--- src/hw/pps_defines.vh ---
/*
 * Constants for the per-port status page: register indices, field positions,
 * reset values, line and speed codes and timing counts.
 * Assumes inclusion by its bare name from the port status page design file.
 */
`ifndef PPS_DEFINES_VH
`define PPS_DEFINES_VH

// ----------------------------------------------------------------
// Geometry
// ----------------------------------------------------------------
`define PPS_NPORTS 3
`define PPS_SEL_W 4
`define PPS_ADDR_W 4

// ----------------------------------------------------------------
// Register indices (byte-wide registers)
// ----------------------------------------------------------------
`define PPS_REG_STAT0 4'h0
`define PPS_REG_STAT1 4'h1
`define PPS_REG_STAT2 4'h2
`define PPS_REG_SELECT 4'h7

// ----------------------------------------------------------------
// Field positions, bit 7 is the most significant bit of the byte
// ----------------------------------------------------------------
`define PPS_B0_A_HI 7
`define PPS_B0_A_LO 6
`define PPS_B0_B_HI 5
`define PPS_B0_B_LO 4
`define PPS_B0_CHILD 3
`define PPS_B0_CON 2
`define PPS_B0_RECEIVE_VALID_FLAG 1
`define PPS_B0_DIS 0
`define PPS_B1_SPD_HI 7
`define PPS_B1_SPD_LO 5
`define PPS_B1_PIE 4
`define PPS_B1_FAULT 3
`define PPS_B1_SBY 2
`define PPS_B1_SCRM 1
`define PPS_B1_HSONLY 0
`define PPS_B2_DC 7
`define PPS_SEL_HI 3
`define PPS_SEL_LO 0

// ----------------------------------------------------------------
// Reset values and codes
// ----------------------------------------------------------------
`define PPS_RST_BIT 1'b0
`define PPS_RST_SEL 4'h0
`define PPS_HSONLY_VAL 1'b0
`define PPS_LINE_Z 2'h3
`define PPS_LINE_ONE 2'h1
`define PPS_LINE_ZERO 2'h2
`define PPS_LINE_INVALID 2'h0
`define PPS_SPD_S100 3'h0
`define PPS_SPD_S200 3'h1
`define PPS_SPD_S400 3'h2
`define PPS_SPD_S800 3'h3
`define PPS_SPD_S1600 3'h4
`define PPS_SPD_S3200 3'h5

// ----------------------------------------------------------------
// Timing
// ----------------------------------------------------------------
`define PPS_CLK_MHZ 100
`define PPS_DEBOUNCE_MS 341
`define PPS_DEBOUNCE_CYC (`PPS_DEBOUNCE_MS * 1000 * `PPS_CLK_MHZ)

`endif

--- src/hw/pps_port_status.v ---
/*
 * Per-port status and control page of a three-port cable PHY: line state,
 * role, debounced connection, receive valid, negotiated speed, fault flags
 * and per-port control bits, reached over a simple byte register port.
 * Assumes the per-port line, bias and event inputs come from cable logic
 * outside the core clock domain; all are synchronised here.
 */
// Design decisions made here: the address-and-strobe port and the address map.
`timescale 1ns/100ps
`include "pps_defines.vh"

module pps_port_status #(
    parameter DEBOUNCE_CYC = `PPS_DEBOUNCE_CYC
) (
    // Clock, reset, enable
    input wire i_clk,
    input wire i_rst_n,
    input wire i_ce,
    input wire i_bus_reset,
    // Register port
    input wire [3:0] i_addr,
    input wire [7:0] i_wdata,
    input wire i_wr,
    input wire i_rd,
    output reg [7:0] o_rdata,
    // Per-port cable status, one slice per port
    input wire [5:0] i_cable_pair_a,
    input wire [5:0] i_cable_pair_b,
    input wire [2:0] i_port_child,
    input wire [2:0] i_port_attached,
    input wire [2:0] i_port_suspended,
    input wire [2:0] i_high_speed,
    input wire [2:0] i_tones_seen,
    input wire [2:0] i_speed_done,
    input wire [2:0] i_cable_bias,
    input wire [2:0] i_signal_valid,
    input wire [8:0] i_hs_speed,
    input wire [8:0] i_selfid_speed,
    input wire [2:0] i_resuming,
    input wire [2:0] i_suspending,
    input wire [2:0] i_in_standby,
    input wire [2:0] i_standby_err,
    input wire [2:0] i_remote_sby_clr,
    input wire [2:0] i_dc_detect,
    // Per-port controls and link notification
    output wire [2:0] o_port_disable,
    output wire [2:0] o_port_may_activate,
    output wire [2:0] o_scrambler_off,
    output wire [2:0] o_standby_err_clr,
    output reg o_port_event_irq_flag
);

    localparam NP = `PPS_NPORTS;
    localparam IW = 42;

    // ----------------------------------------------------------------
    // Reset release and input synchronisers
    // ----------------------------------------------------------------
    reg [1:0] rst_sync_q;
    wire rst_n = rst_sync_q[1];
    always @(posedge i_clk or negedge i_rst_n) begin
        if (!i_rst_n)
            rst_sync_q <= 2'h0;
        else
            rst_sync_q <= {rst_sync_q[0], 1'b1};
    end

    wire [IW-1:0] raw_in = {i_cable_pair_a, i_cable_pair_b, i_port_child, i_port_attached,
        i_port_suspended, i_high_speed, i_tones_seen, i_speed_done, i_cable_bias,
        i_signal_valid, i_resuming, i_suspending};
    reg [IW-1:0] in_m_q;
    reg [IW-1:0] in_s_q;
    reg [20:0] hs_spd_m_q;
    reg [20:0] hs_spd_s_q;
    reg [11:0] sby_m_q;
    reg [11:0] sby_s_q;
    // Cable inputs may change at any time; two flops cut metastability
    // at the price of two cycles of latency on every status bit
    always @(posedge i_clk or negedge rst_n) begin
        if (!rst_n) begin
            in_m_q <= {IW{1'b0}};
            in_s_q <= {IW{1'b0}};
            hs_spd_m_q <= 21'h0;
            hs_spd_s_q <= 21'h0;
            sby_m_q <= 12'h0;
            sby_s_q <= 12'h0;
        end else if (i_ce) begin
            in_m_q <= raw_in;
            in_s_q <= in_m_q;
            hs_spd_m_q <= {i_hs_speed, i_selfid_speed, i_dc_detect};
            hs_spd_s_q <= hs_spd_m_q;
            sby_m_q <= {i_in_standby, i_standby_err, i_remote_sby_clr, 3'h0};
            sby_s_q <= sby_m_q;
        end
    end

    // ----------------------------------------------------------------
    // Synchronised input slices
    // ----------------------------------------------------------------
    // Only the second flop of each chain is read below
    wire [5:0] pa = in_s_q[41:36];
    wire [5:0] pb = in_s_q[35:30];
    wire [2:0] child = in_s_q[29:27];
    wire [2:0] attached = in_s_q[26:24];
    wire [2:0] suspended = in_s_q[23:21];
    wire [2:0] hs_mode = in_s_q[20:18];
    wire [2:0] tones = in_s_q[17:15];
    wire [2:0] spd_done = in_s_q[14:12];
    wire [2:0] bias = in_s_q[11:9];
    wire [2:0] sig_ok = in_s_q[8:6];
    // Both fault sources are live: a resume needs bias, a suspend must lose it
    wire [2:0] resuming = in_s_q[5:3];
    wire [2:0] suspending = in_s_q[2:0];
    wire [8:0] hs_spd = hs_spd_s_q[20:12];
    wire [8:0] sid_spd = hs_spd_s_q[11:3];
    wire [2:0] dc_det = hs_spd_s_q[2:0];
    wire [2:0] in_sby = sby_s_q[11:9];
    wire [2:0] sby_err = sby_s_q[8:6];
    wire [2:0] remote_clr = sby_s_q[5:3];

    // ----------------------------------------------------------------
    // Per-port slice helpers
    // ----------------------------------------------------------------
    // Callers keep the port index below three; a higher one reads unknown
    function [2:0] pick3;
        input [8:0] vec;
        input [1:0] port;
        begin
            pick3 = vec[3*port +: 3];
        end
    endfunction

    function [1:0] pick2;
        input [5:0] vec;
        input [1:0] port;
        begin
            pick2 = vec[2*port +: 2];
        end
    endfunction

    // ----------------------------------------------------------------
    // Register writes
    // ----------------------------------------------------------------
    reg [3:0] sel_q;
    reg [NP-1:0] dis_q;
    reg [NP-1:0] pie_q;
    reg [NP-1:0] scrm_q;
    // A selector of three or more points at a port that does not exist
    wire sel_ok = (sel_q < NP);
    wire [1:0] sp = sel_q[1:0];
    wire wr0 = i_ce && i_wr && (i_addr == `PPS_REG_STAT0) && sel_ok;
    wire wr1 = i_ce && i_wr && (i_addr == `PPS_REG_STAT1) && sel_ok;

    always @(posedge i_clk or negedge rst_n) begin
        if (!rst_n) begin
            sel_q <= `PPS_RST_SEL;
            dis_q <= {NP{`PPS_RST_BIT}};
            pie_q <= {NP{`PPS_RST_BIT}};
            scrm_q <= {NP{`PPS_RST_BIT}};
        end else if (i_ce) begin
            // Only hardware reset touches these; bus reset leaves them alone
            if (i_wr && (i_addr == `PPS_REG_SELECT))
                sel_q <= i_wdata[`PPS_SEL_HI:`PPS_SEL_LO];
            if (wr0)
                dis_q[sp] <= i_wdata[`PPS_B0_DIS];
            if (wr1) begin
                pie_q[sp] <= i_wdata[`PPS_B1_PIE];
                scrm_q[sp] <= i_wdata[`PPS_B1_SCRM];
            end
        end
    end

    assign o_port_disable = dis_q;
    assign o_scrambler_off = scrm_q;

    // ----------------------------------------------------------------
    // Per-port status state
    // ----------------------------------------------------------------
    // Wide enough for the full debounce interval at the core rate
    reg [31:0] deb_q [0:NP-1];
    reg [NP-1:0] con_q;
    reg [NP-1:0] fault_q;
    reg [NP-1:0] sby_q;
    reg [NP-1:0] bias_prev_q;
    reg [NP-1:0] dis_prev_q;
    reg [8:0] spd_q;
    reg [NP-1:0] receive_valid_flag;
    reg [NP-1:0] conn_raw;
    reg [NP-1:0] fault_set;
    reg [NP-1:0] sby_clr;
    reg [NP-1:0] fault_clr;
    reg [NP-1:0] evt;
    integer k;

    always @* begin
        for (k = 0; k < NP; k = k + 1) begin
            // High-speed links count as connected only after tones and speed agreement
            conn_raw[k] = hs_mode[k] ? (tones[k] && spd_done[k]) : attached[k];
            // Tones alone never make the receiver valid in high-speed mode
            receive_valid_flag[k] = hs_mode[k] ? sig_ok[k] : bias[k];
            fault_set[k] = (resuming[k] && !bias[k]) || (suspending[k] && bias[k]);
            // A clear is a port event only when it really drops the bit
            fault_clr[k] = wr1 && (sp == k) && i_wdata[`PPS_B1_FAULT] && fault_q[k];
            sby_clr[k] = wr1 && (sp == k) && i_wdata[`PPS_B1_SBY];
            sby_clr[k] = sby_clr[k] || remote_clr[k];
            evt[k] = (con_q[k] != conn_raw[k] && deb_q[k] == DEBOUNCE_CYC - 1)
                || (bias_prev_q[k] != bias[k]) || (dis_prev_q[k] != dis_q[k])
                || (fault_set[k] && !fault_q[k])
                || (fault_clr[k] && !fault_set[k]);
        end
    end


    // ----------------------------------------------------------------
    // Port controls seen by the cable logic
    // ----------------------------------------------------------------
    assign o_port_may_activate = con_q & receive_valid_flag & ~dis_q;
    assign o_standby_err_clr = sby_clr;

    always @(posedge i_clk or negedge rst_n) begin
        if (!rst_n) begin
            for (k = 0; k < NP; k = k + 1)
                deb_q[k] <= 32'h0;
            con_q <= {NP{`PPS_RST_BIT}};
            fault_q <= {NP{`PPS_RST_BIT}};
            sby_q <= {NP{`PPS_RST_BIT}};
            bias_prev_q <= {NP{1'b0}};
            dis_prev_q <= {NP{1'b0}};
            spd_q <= 9'h0;
            o_port_event_irq_flag <= 1'b0;
        end else if (i_ce) begin
            bias_prev_q <= bias;
            dis_prev_q <= dis_q;
            for (k = 0; k < NP; k = k + 1) begin
                // Connection flag only moves after the level held the whole interval
                if (con_q[k] == conn_raw[k])
                    deb_q[k] <= 32'h0;
                else if (deb_q[k] == DEBOUNCE_CYC - 1) begin
                    deb_q[k] <= 32'h0;
                    con_q[k] <= conn_raw[k];
                end else
                    deb_q[k] <= deb_q[k] + 32'h1;
                // Set wins over a write-one clear in the same cycle
                if (fault_set[k])
                    fault_q[k] <= 1'b1;
                else if (fault_clr[k])
                    fault_q[k] <= 1'b0;
                if (sby_err[k] && in_sby[k])
                    sby_q[k] <= 1'b1;
                else if (!in_sby[k] || sby_clr[k])
                    sby_q[k] <= 1'b0;
                // Legacy speed tracks the self-identification result continuously
                if (hs_mode[k] && tones[k] && spd_done[k])
                    spd_q[3*k +: 3] <= pick3(hs_spd, k[1:0]);
                else if (!hs_mode[k])
                    spd_q[3*k +: 3] <= pick3(sid_spd, k[1:0]);
            end
            // Flag self-clears only when no enabled event is pending
            o_port_event_irq_flag <= |(evt & pie_q);
        end
    end

    // ----------------------------------------------------------------
    // Read path
    // ----------------------------------------------------------------
    function [1:0] line_code;
        input [1:0] raw;
        begin
            line_code = raw;
        end
    endfunction

    reg [7:0] rd_d;
    reg is_child;
    always @* begin
        rd_d = 8'h0;
        // A non-participating port always looks like a child
        is_child = child[sp] || !con_q[sp] || dis_q[sp] || suspended[sp];
        if (sel_ok) begin
            case (i_addr)
                `PPS_REG_STAT0: begin
                    rd_d[`PPS_B0_A_HI:`PPS_B0_A_LO] = line_code(pick2(pa, sp));
                    rd_d[`PPS_B0_B_HI:`PPS_B0_B_LO] = line_code(pick2(pb, sp));
                    rd_d[`PPS_B0_CHILD] = is_child;
                    rd_d[`PPS_B0_CON] = con_q[sp];
                    rd_d[`PPS_B0_RECEIVE_VALID_FLAG] = receive_valid_flag[sp];
                    rd_d[`PPS_B0_DIS] = dis_q[sp];
                end
                `PPS_REG_STAT1: begin
                    rd_d[`PPS_B1_SPD_HI:`PPS_B1_SPD_LO] = pick3(spd_q, sp);
                    rd_d[`PPS_B1_PIE] = pie_q[sp];
                    rd_d[`PPS_B1_FAULT] = fault_q[sp];
                    rd_d[`PPS_B1_SBY] = sby_q[sp];
                    rd_d[`PPS_B1_SCRM] = scrm_q[sp];
                    rd_d[`PPS_B1_HSONLY] = `PPS_HSONLY_VAL;
                end
                `PPS_REG_STAT2: begin
                    rd_d[`PPS_B2_DC] = dc_det[sp];
                end
                default: begin
                    rd_d = 8'h0;
                end
            endcase
        end
        // The selector reads back even when it names an absent port
        if (i_addr == `PPS_REG_SELECT)
            rd_d = {4'h0, sel_q};
    end

    // Read data stand one cycle and are zero otherwise, so buses may be ORed
    always @(posedge i_clk or negedge rst_n) begin
        if (!rst_n)
            o_rdata <= 8'h0;
        else if (i_ce)
            o_rdata <= i_rd ? rd_d : 8'h0;
    end

endmodule

--- config.mk ---
export PLATFORM = sky130hd
export DESIGN_NAME = pps_port_status
export DESIGN_NICKNAME = d
export VERILOG_FILES = /design/src/hw/pps_port_status.v
export VERILOG_INCLUDE_DIRS = /design/src /design/src/hw
export SDC_FILE = /design/constraint.sdc
export NUM_CORES = 1
export LEC_CHECK = 0
export BUFFER_PORTS_ARGS = -buffer_cell sky130_fd_sc_hd__buf_2
export CORE_MARGIN = 8
export CORE_UTILIZATION = 55
export DETAILED_ROUTE_END_ITERATION = 10
export PLACE_DENSITY = 0.82
export RECOVER_POWER = 100
export SYNTH_ARGS = -nofsm -noshare
export SYNTH_HDL_FRONTEND = slang
export SYNTH_SLANG_ARGS = --single-unit
--- constraint.sdc ---
create_clock -name i_clk -period 15.6 [get_ports i_clk]
set_clock_uncertainty 0.2 [all_clocks]
set_input_delay 0 -clock i_clk [delete_from_list [all_inputs] [get_ports i_clk]]
set_output_delay 0 -clock i_clk [all_outputs]
set_load 0.02 [all_outputs]
==> results of run 1 <==
==> cell usage after synthesis (5+ instances only) <==
library cell  number
a21o_1             5
a21oi_1           62
a22o_1             5
a22oi_1            7
a31oi_1           66
a41oi_1           15
and2_1             7
and3_1            15
and4_1            10
buf_2             16
clkbuf_1          46
dfrtp_1          288
inv_1             28
mux2_2           162
mux2i_1           24
nand2_1          115
nand2b_1           9
nand3_1           58
nand4_1           21
nor2_1            70
nor2b_1            8
nor3_1            17
nor4_1            16
nor4b_1            9
o211ai_1           5
o21ai_0           78
o2bb2ai_1          7
o31ai_1            5
or3_1             20
xnor2_1            8
==> cells by family (layout without fill, tap and decap cells) <==
logic type,after synthesis,after routing
other,1,2
buffers and inverters,96,291
adder cells (fa/ha/maj),3,3
flip-flops,288,288
AND/OR/NAND/NOR,398,398
AO/OA/AOI/OAI,280,280
XOR/XNOR,12,12
multiplexers,186,186
==> where the power goes <==
part           switching, mW  total [mW]  leakage [nW]  internal [mW]
Combinational          0.145       0.266          2.68          0.121
Sequential            0.0624       0.879          3.62          0.817
Clock                  0.294       0.737         0.485          0.443
==> timing repair <==
item / 4_1_cts / 5_1_grt
endpoints found under the setup margin: 0 / 0
hold buffers: 91 / 0
hold endpoints to repair: 130 / 0
==> layout make-up <==
| cell class | count | area [sq um] | share of cell area (%) |
|---|---|---|---|
| Multi-Input combinational cell | 880 | 6000 | 37.0 |
| Sequential cell | 288 | 7210 | 44.5 |
| Inverter | 29 | 109 | 0.671 |
| Tap cell | 324 | 405 | 2.50 |
| Antenna cell | 1 | 2.50 | 0.0154 |
| Clock buffer | 40 | 807 | 4.98 |
| Clock inverter | 12 | 194 | 1.20 |
| Timing Repair Buffer | 210 | 1490 | 9.16 |
==> state kept, by name (all words and copies together), names as in the netlist, 4 cells and up <==
signal      flops
deb_q          96
in_s_q         42
spd_q           9
in_m_q         42
sby_s_q         9
o_rdata         8
sby_m_q         9
hs_spd_s_q     21
sel_q           4
hs_spd_m_q     21
==> metrics by stage <==
| stage | hold slack, ns | cells | total power, mW | worst slack (ns) | utilization (%) |
|---|---|---|---|---|---|
| after global routing | 0.0282 | 1784 | 1.95 | 6.85 | 66.7 |
| final | 0.0161 | 1784 | 1.88 | 7.52 | 66.7 |
| after floorplan | -0.496 | 1264 | 1.04 | 6.78 | - |
| after global placement | -0.415 | 1640 | 1.11 | 12.63 | 59.1 |
| after CTS | 0.00756 | 1783 | 1.87 | 12.46 | 66.9 |
| after detailed placement | -0.413 | 1640 | 1.12 | 12.60 | 59.1 |
==> layer usage <==
metal / part of all wire (%) / global-route usage [%] / wire length, um / vias to the layer above
li1: - / - / - / 4997
met1: 41 / 28.6 / 14300 / 5375
met2: 50 / 39.4 / 17600 / 402
met3: 5.9 / 4.03 / 2060 / 103
met4: 3.5 / 8.80 / 1250 / 0
met5: 0 / 0 / 0 / -
==> critical path, delay by kind of cell <==
family        cells  cell delay [ns]
simple gates      2             0.88
buf+inv           4             6.95
mux               1             0.37
==> worst min-delay path by stage <==
stage                   startpoint  slack [ns]  cells after the start       endpoint
2_1_floorplan              i_rst_n       -0.50                      0  rst_sync_q[0]
3_3_place_gp               i_rst_n       -0.42                      1  rst_sync_q[0]
3_5_place_dp               i_rst_n       -0.41                      1  rst_sync_q[0]
4_1_cts           i_standby_err[1]       0.008                      3     sby_m_q[7]
5_1_grt          i_cable_pair_a[5]        0.03                      3     in_m_q[41]
6_report       i_remote_sby_clr[0]        0.02                      3     sby_m_q[3]
==> results_dict.tcl, run 1 <==
set metrics [dict create \
    cts_root_buf "clkbuf_16" \
    vias 10900 \
    rsz0062_at_grt "false" \
    synth_fa_ha_area_share_pct 0.276 \
    fillCellCount 1669 \
    cts_buffer_depth 3 \
    ys_ff_latch 288 \
    grt_pass1_wl_um 57800 \
    ios 111 \
    yosys.area_share.simple_pct 15.2 \
    crit_fanout 101 \
    fin_setup_tns_ns 0 \
    ant_nets 0 \
    synth_nets 1357 \
    dieArea_sq_um 30000 \
    ys_seq_area_share_pct 53.0 \
    clk_pin_slew_ns 0.07 \
    synth_compound_area_share_pct 12.6 \
    drv_slew 568 \
    synthArstFlopShare_pct 100 \
    clock_latency_ns 0.55 \
    synth.distinct_cells 65 \
    timing.rr.end "deb_q[25]" \
    grt_pass1_vias 10900 \
    cpPeakStageDelay_ns 3.47 \
    place_congestion 0.841 \
    syn-cell-area_sq_um 13600 \
    min_path_type "input pin to register" \
    synthXorXnorAreaFrac_pct 0.773 \
    criticalPathCategory "input pin to register" \
    cp-endpoint "pie_q[2]" \
    startpoint_type "input pin" \
    fmaxAchievable_mhz 124 \
    r2r_slack_ns 9.21 \
    antenna_found_initial 1 \
    layout_commonest_cell "dfrtp_1" \
    syn_inst 1264 \
    dpl_cell_area_sq_um 14400 \
    wirelength_um 35100 \
    first_pass_iters 5 \
    chipHeight_um 173 \
    slew_headroom_pct -233 \
    synth_mux_area_share_pct 15.2 \
    routedWlPerCell_um 19.7 \
    cts.htree.levels 1 \
    die_width_um 173 \
    reg2reg_depth 1 \
    cp.arrival_ns 8.29 \
    postCtsSetupBuffers 0 \
    cts_tree "built" \
    grtUsageTotal_pct 23.0 \
    rr_startpoint "rst_sync_q[1]" \
    critPathLaunch "i_ce" \
    io_buffers 106 \
    fp-row-count 57 \
    end_kind "register" \
    yosysWarnings 0 \
    p_leak_nw 6.79 \
    synth_flop_cell "dfrtp_1" \
    power_density_nw_per_um2 116 \
    ir_drop_mv 0.113 \
    synth_edf_count 0 \
    synth_top_family_by_area "multiplexers" \
    clock_sinks 288 \
    outcome "finished with violations" \
    cts_made_buffers 29 \
    drc 0 \
    fin_area_sq_um 16200 \
    synthTopCellsByArea "dfrtp_1 (53%), mux2_2 (13%), nand2_1 (3.2%), a31oi_1 (3.0%), o21ai_0 (2.9%)" \
    initial_core_util_pct 55.9 \
    required_ns 15.82 \
    cts_resized 0 \
    avgSynthCellArea_sq_um 10.8 \
    finalNetCount 1531 \
    setup_viol 0 \
    fin_crit_sh_pct 51.8 \
    hpwlAfterDp_um 20700 \
    max-cap-violations 8 \
    grt_max_degree 102 \
    final_cell_mix "dfrtp_1 (288), mux2_2 (149), nand2_1 (115)" \
    vias_per_cell 6.10 \
    worst_pin_slew_ns 5.00 \
    drtIter0Drc 814 \
    drive_above_1_share_pct 20.6 \
    synth_area_leader_cell "dfrtp_1" \
    netlist.area_leader.share_pct 53.0 \
    hold_viol 0 \
    core_sq_um 24300 \
    overflow 0 \
    syn_to_final_growth_pct 19.2 \
    fin_crit_ns 8.08 \
    cp_slowest_cell "clkbuf_1" \
    path_cells "dlygate4sd3_1 -> clkbuf_1 -> clkbuf_1 -> nand4_1 -> nor2_1 -> mux2_2 -> dlygate4sd3_1" \
    violations "max-capacitance violations, max-slew violations" \
]
(Power assumes the default switching activity.)
==> inputs of run 2 (changes only) <==
ABC_AREA = 1   (was not set)
PLACE_DENSITY = 0.85   (was 0.82)
clock period = 6.8 ns   (was 15.6 ns; I/O delays follow)
==> run 2 against run 1 <==
The flow still finishes with violations (max-capacitance violations, max-slew violations). Via count increased by 36%. Setup slack lost 4.9 ns. Synthesized cell count up 53%. Area after synthesis rose by 7.3%. First-iteration DRC count up 95%. Register-to-register slack worse by 6.3 ns. Die area up 6.6%. Hold slack got worse by 0.011 ns. Critical endpoint is now deb_q[53]. Largest power group unchanged. Cell count is 42% higher.
==> results_dict.tcl, run 2 <==
set metrics [dict create \
    layout_commonest_cell "nand2_1" \
    grt_max_degree 167 \
    core_sq_um 26100 \
    hold_viol 0 \
    syn_inst 1929 \
    dieArea_sq_um 32000 \
    place_congestion 0.922 \
    synth_commonest_cells "nand2_1 (719), dfrtp_1 (288), inv_1 (183), o21ai_0 (149), nor2_1 (148)" \
    drv_slew 200 \
    cp.arrival_ns 4.45 \
    regMostFlops "deb_q" \
    required_ns 7.04 \
    rsz0062_at_grt "false" \
    synth.most_common_cell "nand2_1" \
    fillCellCount 1911 \
    chipHeight_um 179 \
    synthArstFlopShare_pct 100 \
    synth_flop_cell "dfrtp_1" \
    die_width_um 179 \
    end_kind "register" \
    io_buffers 106 \
    multi_input_area_sq_um 6360 \
    hpwlAfterDp_um 26300 \
    overflow 0 \
    cp_slowest_cell "clkbuf_1" \
    final_cell_mix "nand2_1 (722), dfrtp_1 (288), inv_1 (182)" \
    slew_headroom_pct -126 \
    postCtsSetupBuffers 0 \
    ir_drop_mv 0.279 \
    setup_viol 0 \
    register_area_sq_um 7210 \
    grt_pass1_wl_um 76900 \
    crit_fanout 114 \
    initial_core_util_pct 56.0 \
    p_leak_nw 8.46 \
    fin_crit_sh_pct 61.9 \
    largest_reg_flops 96 \
    criticalPathCategory "input pin to register" \
    clock_latency_ns 0.56 \
    synth.distinct_cells 50 \
    worst_pin_slew_ns 3.39 \
    syn_to_final_growth_pct 23.2 \
    drc 0 \
    cts_made_buffers 30 \
    ys_ff_latch 288 \
    synthTopCellsByArea "dfrtp_1 (49%), nand2_1 (19%), o21ai_0 (5.1%), inv_1 (4.7%), nor2_1 (3.8%)" \
    cts_buffer_depth 3 \
    fin_crit_ns 4.21 \
    path_cells "dlygate4sd3_1 -> clkbuf_8 -> clkbuf_1 -> o21ai_0 -> nor2_1 -> a21oi_2" \
    grt_pass1_vias 14800 \
    clock_sinks 288 \
    top_regs "deb_q x96, in_m_q x42, in_s_q x42" \
    cpPeakStageDelay_ns 2.43 \
    synth_area_leader_cell "dfrtp_1" \
    clk_pin_slew_ns 0.07 \
    avgSynthCellArea_sq_um 7.56 \
    finalNetCount 2273 \
    drive_above_1_share_pct 7.22 \
    max-cap-violations 3 \
    yosysWarnings 0 \
    power_density_nw_per_um2 232 \
    startpoint_type "input pin" \
    violations "max-capacitance violations, max-slew violations" \
    vias_per_cell 5.83 \
    syn-cell-area_sq_um 14600 \
    netlist.area_leader.share_pct 49.4 \
    outcome "finished with violations" \
    wirelength_um 47300 \
    vias 14800 \
    fp-row-count 59 \
    synth_edf_count 0 \
    ant_nets 0 \
    drtIter0Drc 1587 \
    fmaxAchievable_mhz 238 \
    synth_nets 2022 \
    min_path_type "input pin to register" \
    whs_ns 0.00492 \
    ys_seq_area_share_pct 49.4 \
    grtUsageTotal_pct 30.0 \
    cts_root_buf "clkbuf_16" \
    routedWlPerCell_um 18.6 \
    cts.htree.levels 1 \
    first_pass_iters 6 \
    antenna_found_initial 2 \
    cts_tree "built" \
    fin_setup_tns_ns 0 \
    ios 111 \
]
==> run 2: cell count changes in the layout (fill, tap and decap cells not counted), moves of 77 or more <==
cell,delta
nand2_1,+607
inv_1,+153
mux2_2,-148
dlygate4sd3_1,+82
nor2_1,+82
o21ai_0,+77
==> run 2: final timing paths <==
path | from | end | slack (ns) | depth (start not counted)
max | i_ce | deb_q[53] | 2.59 | 6
min | i_signal_valid[0] | in_m_q[6] | 0.005 | 4
max reg2reg | rst_sync_q[1] | deb_q[24] | 2.91 | 1
min reg2reg | rst_sync_q[0] | rst_sync_q[1] | 0.19 | 0
max in group asynchronous | rst_sync_q[1] | deb_q[24] | 2.91 | 1
min in group asynchronous | i_rst_n | rst_sync_q[1] | 0.20 | 3
==> run 2: cell families (layout without fill, tap and decap cells) <==
logic type / count (synthesis) / count (layout) / share of synthesized area (%)
xor+xnor: 33 / 33 / 2.11
fa+ha+maj: 3 / 3 / 0.257
buf+inv: 250 / 523 / 6.75
flops: 288 / 288 / 49.4
compound gates: 245 / 245 / 9.52
simple gates: 1108 / 1108 / 31.8
mux: 1 / 1 / 0.0772
other cells: 1 / 4 / 0.0257
==> run 2: final cells by class <==
class,instances,area share [%]
repair buffers,286,12.8
multi-input cells,1391,35.4
inverters,183,3.84
flip-flops and latches,288,40.1
clock buffers,45,4.83
diodes,3,0.0418
well taps,335,2.33
clock inverters,9,0.682
==> run 2: worst max-delay path, delay by kind of cell <==
family                 cells  cell delay [ns]
buffers and inverters      3             3.55
AOI/OAI and AO/OA          2             0.51
and+or+nand+nor            1             0.29
==> run 2: report_power, final <==
| group | internal, mW | switching, mW |
|---|---|---|
| registers | 1.84 | 0.105 |
| logic | 0.196 | 0.344 |
| clock network | 0.990 | 0.697 |
| total | 3.02 | 1.15 |
==> run 2: repair_timing <==
item                                   4_1_cts  5_1_grt
hold buffers                               173        0
resized for setup                            0        0
endpoints found under the hold margin      166        0
==> run 2: stage by stage <==
stage                     instance area, sq um  utilization (%)  power, mW  std cells  setup WS [ns]
final                                    18000             69.0       4.17       2540           2.59
after global routing                     18000             68.9       4.31       2539           2.17
after CTS                                18000             69.2       4.11       2537           2.95
after detailed placement                 15300             58.8       2.38       2310           3.77
after global placement                   15300             58.8       2.36       2310           3.82
after floorplan                          14600                -       2.22       1929           1.88
==> run 2: layer usage <==
layer	global-route usage [%]	part of all wire [%]	vias to the layer above
li1	-	-	6714
met1	37.2	39	7046
met2	49.9	48	841
met3	4.99	7.6	213
met4	15.3	5.5	0
met5	0	0	-
==> inputs of run 3 (changes only) <==
clock period = 3.7 ns   (was 6.8 ns; I/O delays follow)
==> run 3 against run 2 <==
The flow still finishes with violations (max-capacitance violations, max-slew violations). Non-clock buffer count up 9. Routed wire length decreased by 0.47%. Sequential share of layout area is 0.17 points lower. Critical endpoint is now o_standby_err_clr[0].
==> results_dict.tcl, run 3 (synthesis gave the netlist of run 2 again) <==
set metrics [dict create \
    outcome "finished with violations" \
    violations "max-capacitance violations, max-slew violations" \
    power_frac_seq_pct 46.2 \
    initial_core_util_pct 56.0 \
    clk_pin_slew_ns 0.06 \
    cts_root_buf "clkbuf_16" \
    m1WireLength_um 17800 \
    p_leak_nw 8.53 \
    drtIter0Drc 1739 \
    p_int_mw 5.55 \
    whs_ns 0.0124 \
    clock_latency_ns 0.57 \
    cts.htree.levels 1 \
    vias_per_cell 5.78 \
    fp-row-count 59 \
    cts_made_buffers 31 \
    layout_commonest_cell "nand2_1" \
    setup_viol 0 \
    cp_slowest_cell "dlygate4sd3_1" \
    end_kind "output pin" \
    cp.arrival_ns 3.20 \
    hpwlAfterDp_um 26600 \
    cts_buffer_depth 3 \
    combPwrFrac_pct 13.1 \
    dr_wl_met3_um 3800 \
    wirelength_um 47100 \
    cts_tree "built" \
    cpPeakStageDelay_ns 0.65 \
    startpoint_type "input pin" \
    slew_headroom_pct -24.0 \
    postCtsSetupBuffers 0 \
    top_regs "deb_q x96, in_m_q x42, in_s_q x42" \
    drv_slew 304 \
    required_ns 3.50 \
    switching_share_pct 28.1 \
    crit_family "buffers and inverters" \
    grtUsageTotal_pct 29.5 \
    hold_viol 0 \
    overflow 0 \
    fin_setup_tns_ns 0 \
    fin_area_sq_um 18000 \
    place_congestion 0.952 \
    rr_startpoint "in_s_q[20]" \
    fillCellCount 1899 \
    min_path_type "input pin to register" \
    crit_top_cell "dlygate4sd3_1" \
    fmaxAchievable_mhz 294 \
    drive_above_1_share_pct 7.68 \
    max-cap-violations 4 \
    hold_start "i_cable_pair_a[3]" \
    largest_reg_flops 96 \
    dieArea_sq_um 32000 \
    syn_to_final_growth_pct 23.7 \
    layout_setup_ws_ns 0.303 \
    dpl_cell_area_sq_um 15400 \
    routedWlPerCell_um 18.5 \
    grt_pass1_vias 14900 \
    regMostFlops "deb_q" \
    core_sq_um 26100 \
    grt_pass1_wl_um 76000 \
    vias 14700 \
    drc 0 \
    pwr-share-clk_pct 40.7 \
    fin_crit_sh_pct 91.8 \
    switchingPower_mw 2.17 \
    wl_met2_um 23000 \
    ir_drop_mv 0.381 \
    crit_fanout 5 \
    io_buffers 106 \
    ios 111 \
    fin_crit_ns 3.40 \
    path_buf_inv 6 \
    grt_max_degree 91 \
    clock_sinks 288 \
    power_density_nw_per_um2 428 \
    place_ws_ns 1.11 \
    worst_pin_slew_ns 1.86 \
    placedCellCount 2318 \
    top_layer "met5" \
    criticalPathCategory "input pin to output pin" \
    chipHeight_um 179 \
    ant_nets 0 \
    die_width_um 179 \
    finalNetCount 2283 \
    path_cells "dlygate4sd3_1 -> clkbuf_1 -> inv_1 -> nor2_1 -> dlygate4sd3_1 -> nand2_1 -> nor3_1 -> dlygate4sd3_1 -> nand2_1 -> o21ai_0 -> clkbuf_1" \
    rsz0062_at_grt "false" \
    final_cells 2551 \
    critPathLaunch "i_addr[0]" \
    antenna_found_initial 2 \
    r2r_slack_ns 0.49 \
    final_cell_mix "nand2_1 (722), dfrtp_1 (288), inv_1 (182)" \
    first_pass_iters 6 \
]
-- run 3: stage by stage --
stage          util, %  total power, mW
3_3_place_gp      59.1             4.35
5_1_grt           69.2             7.96
6_report          69.3             7.72
4_1_cts           69.8             7.62
3_5_place_dp      59.1             4.38
2_1_floorplan        -             4.08
-- run 3: path summary, 6_finish.rpt --
kind / endpoint / depth (start not counted)
min in group asynchronous: rst_sync_q[0] / 3
hold reg to reg: rst_sync_q[1] / 0
max in group asynchronous: deb_q[48] / 1
setup / recovery: o_standby_err_clr[0] / 11
setup reg to reg: deb_q[14] / 11
hold / removal: in_m_q[39] / 4
-- run 3: worst reg2reg max path, cell delays in order (launching register included) --
cell and delay, ns:
dfrtp_1 0.54, nand3_1 0.33, o21ai_0 0.21, nand2_1 0.08, nand2_1 0.06, clkbuf_1 0.56, inv_1 0.14, nor2_1 0.12
nand2_1 0.27, inv_1 0.35, o21ai_0 0.13, o21ai_0 0.15
-- run 3: repair_timing --
item                      CTS  global route
resized for setup           0             0
hold endpoints to repair  136             0
hold buffers              174             0
-- run 3: power groups by stage --
stage | logic [mW] | clock network (mW) | registers [mW]
after CTS | 0.953 | 3.12 | 3.54
final | 1.01 | 3.14 | 3.56
after detailed placement | 0.791 | 0 | 3.59
after global routing | 1.10 | 3.28 | 3.58
after global placement | 0.764 | 0 | 3.58
after floorplan | 0.488 | 0 | 3.59
-- run 3: layout make-up --
| class | count | area (sq um) | area share (%) |
|---|---|---|---|
| antenna | 2 | 5.00 | 0.0277 |
| clock buffer | 45 | 918 | 5.09 |
| clock inverter | 12 | 109 | 0.603 |
| inverter | 183 | 689 | 3.82 |
| multi-input combinational | 1391 | 6330 | 35.1 |
| sequential | 288 | 7210 | 39.9 |
| tap | 335 | 419 | 2.32 |
| timing repair buffer | 295 | 2360 | 13.1 |
-- run 3: layer usage --
| metal | up-vias | GRT usage, % |
|---|---|---|
| li1 | 6737 | - |
| met4 | 2 | 14.5 |
| met3 | 199 | 5.03 |
| met2 | 805 | 50.1 |
| met5 | - | 0 |
| met1 | 7006 | 35.9 |
